==> src/shared/iapm_params.svh <==
`ifndef IAPM_PARAMS_SVH
`define IAPM_PARAMS_SVH

// ----------------------------------------------------------------
// Command codes carried in the low seven command bits
// ----------------------------------------------------------------
`define IAPM_CODE_CHIP_ERASE   7'h01
`define IAPM_CODE_BLOCK_ERASE  7'h0D
`define IAPM_CODE_SECTOR_ERASE 7'h0B
`define IAPM_CODE_PROGRAM      7'h0E
`define IAPM_CODE_VERIFY       7'h0C
`define IAPM_CODE_SB1          7'h0F
`define IAPM_CODE_SB2          7'h03
`define IAPM_CODE_SB3          7'h05
`define IAPM_CODE_BOOT_CFG     7'h09
`define IAPM_CODE_CLK_DOUBLE   7'h08

// ----------------------------------------------------------------
// Key and selector bytes, and the three-bit block 1 address tag
// ----------------------------------------------------------------
`define IAPM_KEY_ERASE         8'h55
`define IAPM_KEY_PROG          8'hAA
`define IAPM_SEL_BOOT_CFG0     8'h5A
`define IAPM_SEL_BOOT_CFG1     8'hAA
`define IAPM_SEL_CLK_DOUBLE    8'h55
`define IAPM_BLK1_TAG          3'h7

// ----------------------------------------------------------------
// Field positions, sizes and timing
// ----------------------------------------------------------------
`define IAPM_CMD_IRQ_BIT       7
`define IAPM_CFG_IAP_EN_BIT    6
`define IAPM_STAT_BUSY_BIT     2
`define IAPM_SECTOR_BYTES      128
`define IAPM_STRAP_DELAY       2'h2
`define IAPM_RESET_BYTE        8'h00

`endif

==> src/shared/iapm_pkg.sv <==
package iapm_pkg;

  // ----------------------------------------------------------------
  // Decoded operations and sequencer states
  // ----------------------------------------------------------------
  typedef enum logic [3:0] {
    IAPM_OP_NONE,
    IAPM_OP_CHIP_ERASE,
    IAPM_OP_BLOCK_ERASE,
    IAPM_OP_SECTOR_ERASE,
    IAPM_OP_PROGRAM,
    IAPM_OP_VERIFY,
    IAPM_OP_SB1,
    IAPM_OP_SB2,
    IAPM_OP_SB3,
    IAPM_OP_BOOT_CFG0,
    IAPM_OP_BOOT_CFG1,
    IAPM_OP_CLK_DOUBLE
  } iapm_op_t;

  typedef enum logic [0:0] {
    IAPM_IDLE,
    IAPM_WAIT
  } iapm_state_t;

  // ----------------------------------------------------------------
  // Request to the flash array
  // ----------------------------------------------------------------
  typedef struct packed {
    iapm_op_t    op;
    logic [15:0] addr;
    logic [7:0]  data;
  } iapm_flash_cmd_t;

  // ----------------------------------------------------------------
  // Whole state of the mailbox
  // ----------------------------------------------------------------
  typedef struct packed {
    iapm_state_t     st;
    logic            dis_s1;
    logic            dis_s2;
    logic            xacc_s1;
    logic            xacc_s2;
    logic            irq_s1;
    logic            irq_s2;
    logic [1:0]      cap_cnt;
    logic            cap_done;
    logic            iap_dis;
    logic            irq_mode;
    logic            busy;
    logic            flash_req;
    iapm_flash_cmd_t fcmd;
    logic [7:0]      vdata;
    logic            vvalid;
    logic [2:0]      sec;
    logic [1:0]      boot;
    logic            clk2;
    logic            irq_out;
  } iapm_regs_t;

endpackage

==> src/core/iapm_decode.sv <==
`timescale 1ns/10ps
`default_nettype none
`include "iapm_params.svh"

module iapm_decode
  import iapm_pkg::*;
(
  // Mailbox bytes
  input  wire logic [6:0] code,
  input  wire logic [7:0] data_byte,
  input  wire logic [7:0] addr_high,
  // Decoded operation
  output iapm_op_t        op
);

  // Any unmatched code or key falls through to no operation
  always_comb begin
    op = IAPM_OP_NONE;
    case (code)
      `IAPM_CODE_CHIP_ERASE: begin
        if (data_byte == `IAPM_KEY_ERASE) op = IAPM_OP_CHIP_ERASE;
      end
      `IAPM_CODE_BLOCK_ERASE: begin
        if (data_byte == `IAPM_KEY_ERASE) op = IAPM_OP_BLOCK_ERASE;
      end
      `IAPM_CODE_SECTOR_ERASE: op = IAPM_OP_SECTOR_ERASE;
      `IAPM_CODE_PROGRAM:      op = IAPM_OP_PROGRAM;
      `IAPM_CODE_VERIFY:       op = IAPM_OP_VERIFY;
      `IAPM_CODE_SB1: begin
        if (data_byte == `IAPM_KEY_PROG) op = IAPM_OP_SB1;
      end
      `IAPM_CODE_SB2: begin
        if (data_byte == `IAPM_KEY_PROG) op = IAPM_OP_SB2;
      end
      `IAPM_CODE_SB3: begin
        if (data_byte == `IAPM_KEY_PROG) op = IAPM_OP_SB3;
      end
      `IAPM_CODE_BOOT_CFG: begin
        if (data_byte == `IAPM_KEY_PROG) begin
          if (addr_high == `IAPM_SEL_BOOT_CFG0) op = IAPM_OP_BOOT_CFG0;
          else if (addr_high == `IAPM_SEL_BOOT_CFG1) op = IAPM_OP_BOOT_CFG1;
          else op = IAPM_OP_NONE;
        end
      end
      `IAPM_CODE_CLK_DOUBLE: begin
        if (data_byte == `IAPM_KEY_PROG && addr_high == `IAPM_SEL_CLK_DOUBLE)
          op = IAPM_OP_CLK_DOUBLE;
      end
      default: op = IAPM_OP_NONE;
    endcase
  end

endmodule
`default_nettype wire

==> src/core/iapm_mailbox.sv <==
`timescale 1ns/10ps
`default_nettype none
`include "iapm_params.svh"

module iapm_mailbox
  import iapm_pkg::*;
(
  // Clock and reset
  input  wire logic       sys_clk,
  input  wire logic       arst_n,
  // Mailbox writes from the CPU
  input  wire logic       cmd_wr,
  input  wire logic [7:0] flash_command_reg,
  input  wire logic [7:0] flash_data_reg,
  input  wire logic [7:0] flash_addr_high_reg,
  input  wire logic [7:0] flash_addr_low_reg,
  input  wire logic [7:0] flash_config_reg,
  // Device pins
  input  wire logic       external_access_pin_n,
  input  wire logic       iap_disable_pin_n,
  input  wire logic       external_irq_one_pin_n,
  // Lock state
  input  wire logic       lock_level4,
  input  wire logic       block0_locked,
  input  wire logic       block1_locked,
  // Flash array
  output logic            flash_req,
  output iapm_flash_cmd_t flash_cmd,
  input  wire logic       flash_done,
  input  wire logic [7:0] flash_rdata,
  // Status and results
  output logic [7:0]      flash_status_reg,
  output logic [7:0]      verify_data,
  output logic            verify_valid,
  output logic [2:0]      security_bits,
  output logic [1:0]      boot_cfg_bits,
  output logic            clock_double,
  output logic            external_irq_one,
  output logic            iap_disabled
);

  // ----------------------------------------------------------------
  // Decode
  // ----------------------------------------------------------------
  iapm_regs_t s_ff;
  iapm_regs_t nxt_s;
  iapm_op_t   dec_op;
  logic [1:0] tgt;
  logic       blk_lock;
  logic       gate;
  logic       allowed;
  logic       accept;
  logic       finish;
  logic [7:0] sec_mask;

  // Bit 1 says the address names a block, bit 0 which one
  function automatic logic [1:0] tgt_block(input logic [7:0] ah);
    if (!ah[7]) tgt_block = 2'h2;
    else if (ah[7:5] == `IAPM_BLK1_TAG) tgt_block = 2'h3;
    else tgt_block = 2'h0;
  endfunction

  iapm_decode u_decode (
    .code      (flash_command_reg[6:0]),
    .data_byte (flash_data_reg),
    .addr_high (flash_addr_high_reg),
    .op        (dec_op)
  );

  assign sec_mask = 8'(`IAPM_SECTOR_BYTES - 1);
  assign tgt      = tgt_block(flash_addr_high_reg);
  assign blk_lock = tgt[0] ? block1_locked : block0_locked;
  // Commands arriving while busy are dropped, not queued
  assign gate     = flash_config_reg[`IAPM_CFG_IAP_EN_BIT]
                    && !s_ff.iap_dis && s_ff.cap_done
                    && s_ff.st == IAPM_IDLE;

  always_comb begin
    allowed = 1'b1;
    case (dec_op)
      IAPM_OP_NONE: allowed = 1'b0;
      IAPM_OP_CHIP_ERASE:
        allowed = !s_ff.xacc_s2 && !lock_level4;
      IAPM_OP_BLOCK_ERASE,
      IAPM_OP_SECTOR_ERASE,
      IAPM_OP_PROGRAM,
      IAPM_OP_VERIFY:
        allowed = tgt[1] && !blk_lock;
      default: allowed = 1'b1;
    endcase
  end

  assign accept = cmd_wr && gate && allowed;
  assign finish = s_ff.st == IAPM_WAIT && flash_done;

  // ----------------------------------------------------------------
  // Next state
  // ----------------------------------------------------------------
  always_comb begin
    nxt_s           = s_ff;
    nxt_s.dis_s1    = iap_disable_pin_n;
    nxt_s.dis_s2    = s_ff.dis_s1;
    nxt_s.xacc_s1   = external_access_pin_n;
    nxt_s.xacc_s2   = s_ff.xacc_s1;
    nxt_s.irq_s1    = external_irq_one_pin_n;
    nxt_s.irq_s2    = s_ff.irq_s1;
    nxt_s.flash_req = 1'b0;
    nxt_s.vvalid    = 1'b0;
    // Strap is caught once the synchroniser holds post-reset samples
    if (!s_ff.cap_done) begin
      if (s_ff.cap_cnt == `IAPM_STRAP_DELAY) begin
        nxt_s.cap_done = 1'b1;
        nxt_s.iap_dis  = !s_ff.dis_s2;
      end else begin
        nxt_s.cap_cnt = 2'(s_ff.cap_cnt + 2'h1);
      end
    end
    case (s_ff.st)
      IAPM_IDLE: begin
        if (accept) begin
          nxt_s.st            = IAPM_WAIT;
          nxt_s.busy          = 1'b1;
          nxt_s.flash_req     = 1'b1;
          nxt_s.irq_mode      = flash_command_reg[`IAPM_CMD_IRQ_BIT];
          nxt_s.fcmd.op       = dec_op;
          nxt_s.fcmd.data     = flash_data_reg;
          nxt_s.fcmd.addr     = {flash_addr_high_reg, flash_addr_low_reg};
          if (dec_op == IAPM_OP_SECTOR_ERASE)
            nxt_s.fcmd.addr[7:0] = flash_addr_low_reg & ~sec_mask;
          else if (dec_op == IAPM_OP_BLOCK_ERASE)
            nxt_s.fcmd.addr[7:0] = `IAPM_RESET_BYTE;
        end
      end
      IAPM_WAIT: begin
        if (flash_done) begin
          nxt_s.st   = IAPM_IDLE;
          nxt_s.busy = 1'b0;
          case (s_ff.fcmd.op)
            IAPM_OP_VERIFY: begin
              nxt_s.vdata  = flash_rdata;
              nxt_s.vvalid = 1'b1;
            end
            IAPM_OP_CHIP_ERASE: begin
              nxt_s.sec  = 3'h0;
              nxt_s.boot = 2'h0;
            end
            IAPM_OP_SB1:        nxt_s.sec[0]  = 1'b1;
            IAPM_OP_SB2:        nxt_s.sec[1]  = 1'b1;
            IAPM_OP_SB3:        nxt_s.sec[2]  = 1'b1;
            IAPM_OP_BOOT_CFG0:  nxt_s.boot[0] = 1'b1;
            IAPM_OP_BOOT_CFG1:  nxt_s.boot[1] = 1'b1;
            IAPM_OP_CLK_DOUBLE: nxt_s.clk2    = 1'b1;
            default:            nxt_s.clk2    = s_ff.clk2;
          endcase
        end
      end
      default: nxt_s.st = IAPM_IDLE;
    endcase
    // One-cycle pulse suits the edge-triggered setting firmware selects
    if (s_ff.irq_mode && flash_config_reg[`IAPM_CFG_IAP_EN_BIT])
      nxt_s.irq_out = finish
                      && s_ff.fcmd.op != IAPM_OP_VERIFY;
    else
      nxt_s.irq_out = !s_ff.irq_s2;
  end

  always_ff @(posedge sys_clk or negedge arst_n) begin
    if (!arst_n) begin
      s_ff          <= '0;
      s_ff.dis_s1   <= 1'b1;
      s_ff.dis_s2   <= 1'b1;
      s_ff.xacc_s1  <= 1'b1;
      s_ff.xacc_s2  <= 1'b1;
      s_ff.irq_s1   <= 1'b1;
      s_ff.irq_s2   <= 1'b1;
      s_ff.st       <= IAPM_IDLE;
      s_ff.fcmd.op  <= IAPM_OP_NONE;
    end else begin
      s_ff <= nxt_s;
    end
  end

  // ----------------------------------------------------------------
  // Outputs
  // ----------------------------------------------------------------
  always_comb begin
    flash_status_reg                      = `IAPM_RESET_BYTE;
    flash_status_reg[`IAPM_STAT_BUSY_BIT] = s_ff.busy;
  end

  assign flash_req        = s_ff.flash_req;
  assign flash_cmd        = s_ff.fcmd;
  assign verify_data      = s_ff.vdata;
  assign verify_valid     = s_ff.vvalid;
  assign security_bits    = s_ff.sec;
  assign boot_cfg_bits    = s_ff.boot;
  assign clock_double     = s_ff.clk2;
  assign external_irq_one = s_ff.irq_out;
  assign iap_disabled     = s_ff.iap_dis;
endmodule
`default_nettype wire

==> config.mk <==
export PLATFORM = sky130hd
export DESIGN_NAME = iapm_mailbox
export DESIGN_NICKNAME = d
export VERILOG_FILES = /design/src/shared/iapm_pkg.sv /design/src/core/iapm_decode.sv /design/src/core/iapm_mailbox.sv
export VERILOG_INCLUDE_DIRS = /design/src /design/src/shared
export SDC_FILE = /design/constraint.sdc
export NUM_CORES = 1
export LEC_CHECK = 0
export BUFFER_PORTS_ARGS = -buffer_cell sky130_fd_sc_hd__buf_2
export CAP_MARGIN = 20
export CORE_UTILIZATION = 30
export DETAILED_ROUTE_END_ITERATION = 8
export SLEW_MARGIN = 25
export SYNTH_ARGS = -nofsm -noshare
export SYNTH_HDL_FRONTEND = slang
export SYNTH_SLANG_ARGS = --single-unit
==> constraint.sdc <==
create_clock -name sys_clk -period 2 [get_ports sys_clk]
set_clock_uncertainty 0.1 [all_clocks]
set_input_delay 0.4 -clock sys_clk [delete_from_list [all_inputs] [get_ports sys_clk]]
set_output_delay 0.4 -clock sys_clk [all_outputs]
set_load 0.02 [all_outputs]
==> summary.md, run 1 <==
| Metric | Value |
|---|---|
| Status | finished with violations |
| Failing checks | negative setup slack |
| Post-DR vias/cell | 4.57 |
| Yosys reg bits | 58 |
| Switching part of the total power | 23.9% |
| Avg Inst Size Synth | 10.6 um^2 |
| Final setup violation count | 25 |
| First-pass GRT wire length | 12,000 um |
| CP delay by family, top | compound AO/OA/AOI/OAI gates |
| Largest net degree at the start of global routing | 59 |
| Max layer used | met4 |
| Die Y | 104 um |
| Met2 Wirelength | 3460 um |
| Total track usage | 14.2% |
| DRT iter0 DRCs | 127 |
| Global route overflow | 0 |
| TritonRoute pass-1 iters | 5 |
| Setup slack, reg-to-reg | 0.21 ns |
| Async SR Flop Fraction | 100% |
| Initial antenna violation count | 0 |
| Final hold viol count | 0 |
| Mapped Area | 0.00311 mm^2 |
| Detailed-route via count | 2,456 |
| Most frequent cells in the layout | buf_2, dfrtp_1, nand2_1 |
| Pwr/cell area | 663 mW/mm^2 |
| Die width | 104 um |
| Cell internal pwr | 0.00213 W |
| DP Wirelength | 5450 um |
| TritonCTS clock tree | yes |
| Cell breakdown of the critical path | buf_6 > and4bb_4 > nand2_4 > o32ai_4 > o21ba_2 > a211oi_4 > a21oi_4 > buf_12 > mux2_2 |
| Die ar. | 0.0108 mm^2 |
| Main synth FF type | dfrtp_1 |
| Met3 wire len | 288 um |
| Psw | 0.000671 W |
| Vias in the first global route | 2,422 |
| Hold/Removal Path Class | primary input to flip-flop |
| DRT met1 WL | 3450 um |
| Syn Inst Count | 293 |
| Antenna viol nets, final | 0 |
| Number of distinct library cells after synthesis | 53 |
| Leak | 2.12 nW |
| Crit path DAT | 2.30 ns |
| Max-slew violations | 0 |
| Power share of the combinational group | 11.6% |
| Number of max-cap violations | 0 |
| Clock share of power | 44.4% |
| Max IR drop VDD | 339 uV |
| Final Critical Period | 2.18 ns |
| Period utilisation layout | 109% |
| Largest register FFs | 28 |
| CP Capture Type | flip-flop |
| Clock Sinks | 58 |
| Site Rows | 36 |
| Crit path max fanout | 19 |
| Ys Warns | 0 |
| Clock Tree Buf Depth | 2 |
| Delay of the slowest critical-path stage | 0.39 ns |
| GPL Wtd Cong | 0.807 |
| Core ar. | 0.00991 mm^2 |
| Nets | 459 |
| Wire per inst | 13.6 um |
| Worst Setup Start Kind | primary input |
| CP Class | primary input to flip-flop |
| Max Clock Freq | 458 MHz |
| P&R area growth vs syn | 36.0% |
| Sum of buffers and inverters on the critical path | 2 |
| Critical Path RT | 2.11 ns |
| Total CTS buffers | 9 |
| CTS H-tree depth | 3 |
| PnR worst setup slack | -0.182 ns |
| Sequential Power Share | 44.0% |
| Initial Utilization | 31.4% |
| Cell Count, Final, Fillers Out | 538 |
| Setup_tns | -3.16 ns |
| Sequential fraction of the synthesis area | 46.9% |
| Final core utilization | 42.7% |
| CTS root buffer | clkbuf_8 |
| Number of placed cells counting well taps | 514 |
| RSZ-0062 raised after global routing | yes |
| Share of cells above drive strength 1 | 54.1% |
| Crit-path slowest cell | and4bb_4 |
| Final WL | 7310 um |
| Hold Worst Slack | 0.0665 ns |
| Number of enable flip-flop cells after synthesis | 0 |
| Remaining DRCs | 0 |
| Io pins | 112 |
| Skew-Pair Late Insertion Delay | 0.33 ns |
| Diode count | 0 |
| Most common cell after layout, fill and taps aside | buf_2 |
| Port bufs | 97 |
| Clock transition at the registers of the reported paths | 0.07 ns |
worst register-to-register path: stages, from the launching register on:
cell      delay, ns
dfstp_2        0.52
nor2_1         0.04
o21ai_0        0.06
o21bai_4       0.16
a211oi_4       0.10
a21oi_4        0.17
buf_12         0.19
mux2_2         0.36
path summary, 6_finish.rpt:
kind,start,to,cells after the start
worst max-delay path,flash_data_reg[0],flash_cmd[20],9
worst min-delay path,external_access_pin_n,nxt_s[53],1
worst max register to register,s_ff[53],flash_cmd[20],7
worst min register to register,nxt_s[51],s_ff[51],0
max in group asynchronous,arst_n,s_ff[53],3
min in group asynchronous,arst_n,verify_data[7],3
through the flow:
| step | power, W | setup slack [ns] | area, um^2 |
|---|---|---|---|
| finish | 0.00280 | -0.182 | 4230 |
| global route | 0.00295 | -0.254 | 4230 |
| CTS | 0.00284 | -0.129 | 4120 |
| detailed placement | 0.00156 | -0.606 | 3720 |
| global placement | 0.00155 | -0.547 | 3720 |
| floorplan | 0.00143 | -0.408 | 3140 |
area by class of cell:
class,count,area (um^2)
Multi-Input combinational cell,179,1420
Inverter,6,22.5
Clock buffer,12,155
Sequential cell,58,1460
Fill cell,989,5680
Tap cell,133,166
Clock inverter,4,73.8
Timing Repair Buffer,146,928
logic make-up after synthesis:
family	after synthesis	share of synthesized area, %
buffers and inverters	62	13.9
and+or+nand+nor	99	18.4
xor gates and xnor gates	1	0.282
AOI/OAI and AO/OA	58	14.3
DFF	58	46.9
muxes	13	5.68
other	1	0.121
adders and majority gates	1	0.403
metal layers:
metal / vias to the layer above / GRT usage (%)
li1: 1199 / -
met1: 1182 / 18.7
met2: 70 / 22.3
met3: 5 / 3.21
met4: 0 / 5.82
met5: - / 0
cell usage after synthesis (2+ instances only):
library cell | number | area (um^2)
nand4_1 | 5 | 31.3
nor2b_1 | 4 | 25.0
mux2_2 | 5 | 56.3
nand2_1 | 44 | 165
nand2b_1 | 2 | 12.5
mux2_4 | 8 | 120
dfstp_2 | 6 | 158
or2_2 | 6 | 37.5
o2bb2ai_1 | 2 | 17.5
buf_4 | 49 | 368
a211oi_1 | 2 | 15.0
inv_1 | 5 | 18.8
nand3_1 | 5 | 25.0
nor4bb_1 | 2 | 20.0
clkbuf_1 | 4 | 15.0
dfrtp_1 | 52 | 1300
nand4b_1 | 3 | 26.3
nor3_1 | 2 | 10.0
a22o_1 | 11 | 96.3
o21bai_1 | 2 | 15.0
o21ai_0 | 14 | 70.1
buf_6 | 2 | 22.5
o211ai_1 | 3 | 22.5
a21oi_1 | 5 | 25.0
and4bb_2 | 4 | 50.1
a31oi_1 | 6 | 37.5
o221ai_1 | 2 | 17.5
nor4b_4 | 2 | 47.6
nor3b_1 | 3 | 22.5
nor2_1 | 10 | 37.5
power groups by stage:
| stage | Clock [W] | Combinational (W) | Sequential (W) |
|---|---|---|---|
| CTS | 0.00128 | 0.000320 | 0.00123 |
| finish | 0.00125 | 0.000325 | 0.00123 |
| global placement | 0 | 0.000298 | 0.00125 |
| detailed placement | 0 | 0.000302 | 0.00126 |
| floorplan | 0 | 0.000177 | 0.00125 |
| global route | 0.00136 | 0.000354 | 0.00124 |
timing repair:
action | CTS | global route
resized for setup | 30 | 19
setup buffers | 7 | 2
hold buffers | 1 | 0
endpoints found under the hold margin | 52 | 0
endpoints found under the setup margin | 27 | 28
pin swaps | 15 | 12
Note: power is estimated with default switching activity, not from simulation.
==> inputs of run 2 (changes only) <==
CORE_UTILIZATION = 50   (was 30)
PLACE_DENSITY = 0.82   (was unset)
==> run 2 against run 1 <==
The flow still finishes with violations (negative setup slack). Maximum frequency fell by 6.3%. Count of clock-buffer cells in the layout increased by 1. Worst setup slack worse by 0.15 ns. Sequential power about the same. Non-clock buffer count increased by 15. Power shrank 8.6%. Die area decreased by 39%. Wire length is 21% higher. First-iteration DRC count grew 57%. Final cell count is 8.2% lower. Largest power group is now registers. Highest routed layer unchanged.
==> summary.md, run 2 (synthesis results as in run 1) <==
| Metric | Value |
|---|---|
| Status | finished with violations |
| Failing checks | negative setup slack |
| Wire per inst | 18.0 um |
| Critical Path RT | 2.11 ns |
| Final setup violation count | 30 |
| Leak | 2.22 nW |
| Crit path max fanout | 8 |
| Fillers | 415 |
| Number of max-cap violations | 0 |
| Post-DR vias/cell | 5.44 |
| Die Y | 80.8 um |
| Diode count | 0 |
| GPL Wtd Cong | 0.876 |
| TritonRoute pass-1 iters | 4 |
| Sum of buffers and inverters on the critical path | 5 |
| Detailed-route via count | 2,687 |
| Final hold viol count | 0 |
| Final Critical Period | 2.33 ns |
| Total track usage | 26.9% |
| Initial antenna violation count | 0 |
| DRT iter0 DRCs | 200 |
| Die width | 80.8 um |
| CTS H-tree depth | 3 |
| P&R area growth vs syn | 38.4% |
| Skew-Pair Late Insertion Delay | 0.33 ns |
| Antenna viol nets, final | 0 |
| Port bufs | 97 |
| CTS root buffer | clkbuf_8 |
| CP dominant cell by count | buf_4 |
| Final WL | 8870 um |
| Global route overflow | 0 |
| Delay of the slowest critical-path stage | 0.36 ns |
| Remaining DRCs | 0 |
| CP Class | primary input to flip-flop |
| Max-slew violations | 0 |
| Site Rows | 28 |
| Max Clock Freq | 429 MHz |
| Worst Setup Start Kind | primary input |
| Crit path DAT | 2.44 ns |
| Clock Tree Buf Depth | 2 |
| Share of cells above drive strength 1 | 55.6% |
| Largest register FFs | 28 |
| Total CTS buffers | 9 |
| Die ar. | 0.00654 mm^2 |
| Vias in the first global route | 2,707 |
| Most common cell after layout, fill and taps aside | buf_2 |
| Period utilisation layout | 116% |
| Most frequent cells in the layout | buf_2, buf_4, dfrtp_1 |
| TritonCTS clock tree | yes |
| Placement Setup Slack | -0.665 ns |
| CP delay by family, top | simple AND/OR/NAND/NOR gates |
| Io pins | 112 |
| RSZ-0062 raised after global routing | yes |
| Core ar. | 0.00596 mm^2 |
| DP Wirelength | 5600 um |
| Hold Worst Slack | 0.0619 ns |
| Nets | 474 |
| Max IR drop VDD | 315 uV |
| PnR worst setup slack | -0.329 ns |
| Clock Sinks | 58 |
| Initial Utilization | 52.2% |
| Clock transition at the registers of the reported paths | 0.06 ns |
| First-pass GRT wire length | 13,000 um |
| Hold/Removal Path Class | primary input to flip-flop |
| Cell breakdown of the critical path | buf_6 > and4bb_2 > nand4_1 > buf_4 > buf_4 > nor2_1 > or2_4 > a21oi_4 > buf_12 > buf_8 > a22o_1 |
| Pwr/cell area | 596 mW/mm^2 |
| Largest net degree at the start of global routing | 25 |
| Crit-path slowest cell | and4bb_2 |
| CP Capture Type | flip-flop |
==> run 2: cell count changes in the layout (fill, tap and decap cells not counted), sizes merged <==
cell,change
buf,+14
bufinv,-2
clkbuf,+2
clkinv,-1
clkinvlp,+1
==> run 2: where the power goes <==
part / internal, W / switching [W]
logic: 0.000178 / 0.000191
registers: 0.00121 / 0.0000239
clock network: 0.000509 / 0.000446
==> run 2: final timing paths <==
path                                   startpoint              to  slack [ns]  cells past startpoint
max                        flash_addr_high_reg[7]   flash_cmd[10]       -0.33                     11
min                         external_access_pin_n       nxt_s[53]        0.06                      1
max reg2reg                              s_ff[53]   flash_cmd[10]        0.07                      8
min reg2reg                             nxt_s[55]        s_ff[55]        0.26                      0
max in group asynchronous                  arst_n        s_ff[53]        0.82                      3
min in group asynchronous                  arst_n  verify_data[7]        0.43                      2
==> run 2: area by class of cell <==
cell class / instances / area [um^2] / share of cell area, %
flip-flops and latches: 58 / 1460 / 33.9
multi-input cells: 179 / 1440 / 33.5
repair buffers: 161 / 1110 / 25.9
clock buffers: 13 / 159 / 3.69
well taps: 75 / 93.8 / 2.18
inverters: 6 / 22.5 / 0.524
clock inverters: 2 / 12.5 / 0.291
==> run 2: layer usage <==
metal	vias to the layer above	track usage [%]	wire (um)
met3	36	7.19	586
li1	1223	-	-
met2	120	46.8	4590
met4	0	12.3	398
met1	1308	30.6	3290
met5	-	0	0
==> run 2: repair_timing <==
item / 4_1_cts / 5_1_grt
setup buffers: 9 / 9
gates cloned: 1 / 0
setup endpoints to repair: 29 / 32
hold buffers: 1 / 0
endpoints found under the hold margin: 9 / 0
gates resized for setup: 36 / 35
pin swaps: 24 / 22
==> run 2: through the flow <==
| step | setup TNS (ns) | std cells | area [um^2] | utilization, % | power, W |
|---|---|---|---|---|---|
| global placement | -14.06 | 461 | 3680 | 61.8 | 0.00156 |
| CTS | -3.02 | 487 | 4110 | 69.0 | 0.00255 |
| global route | -7.47 | 494 | 4300 | 72.2 | 0.00265 |
| floorplan | -7.98 | 299 | 3140 | - | 0.00143 |
| finish | -7.21 | 494 | 4300 | 72.2 | 0.00256 |
| detailed placement | -16.57 | 461 | 3680 | 61.8 | 0.00157 |
==> run 2: worst register-to-register path: cells and delay by family (launching register included) <==
kind | cells | cell delay, ns
DFF | 1 | 0.36
and+or+nand+nor | 1 | 0.09
buffers and inverters | 2 | 0.29
AOI/OAI and AO/OA | 5 | 0.96
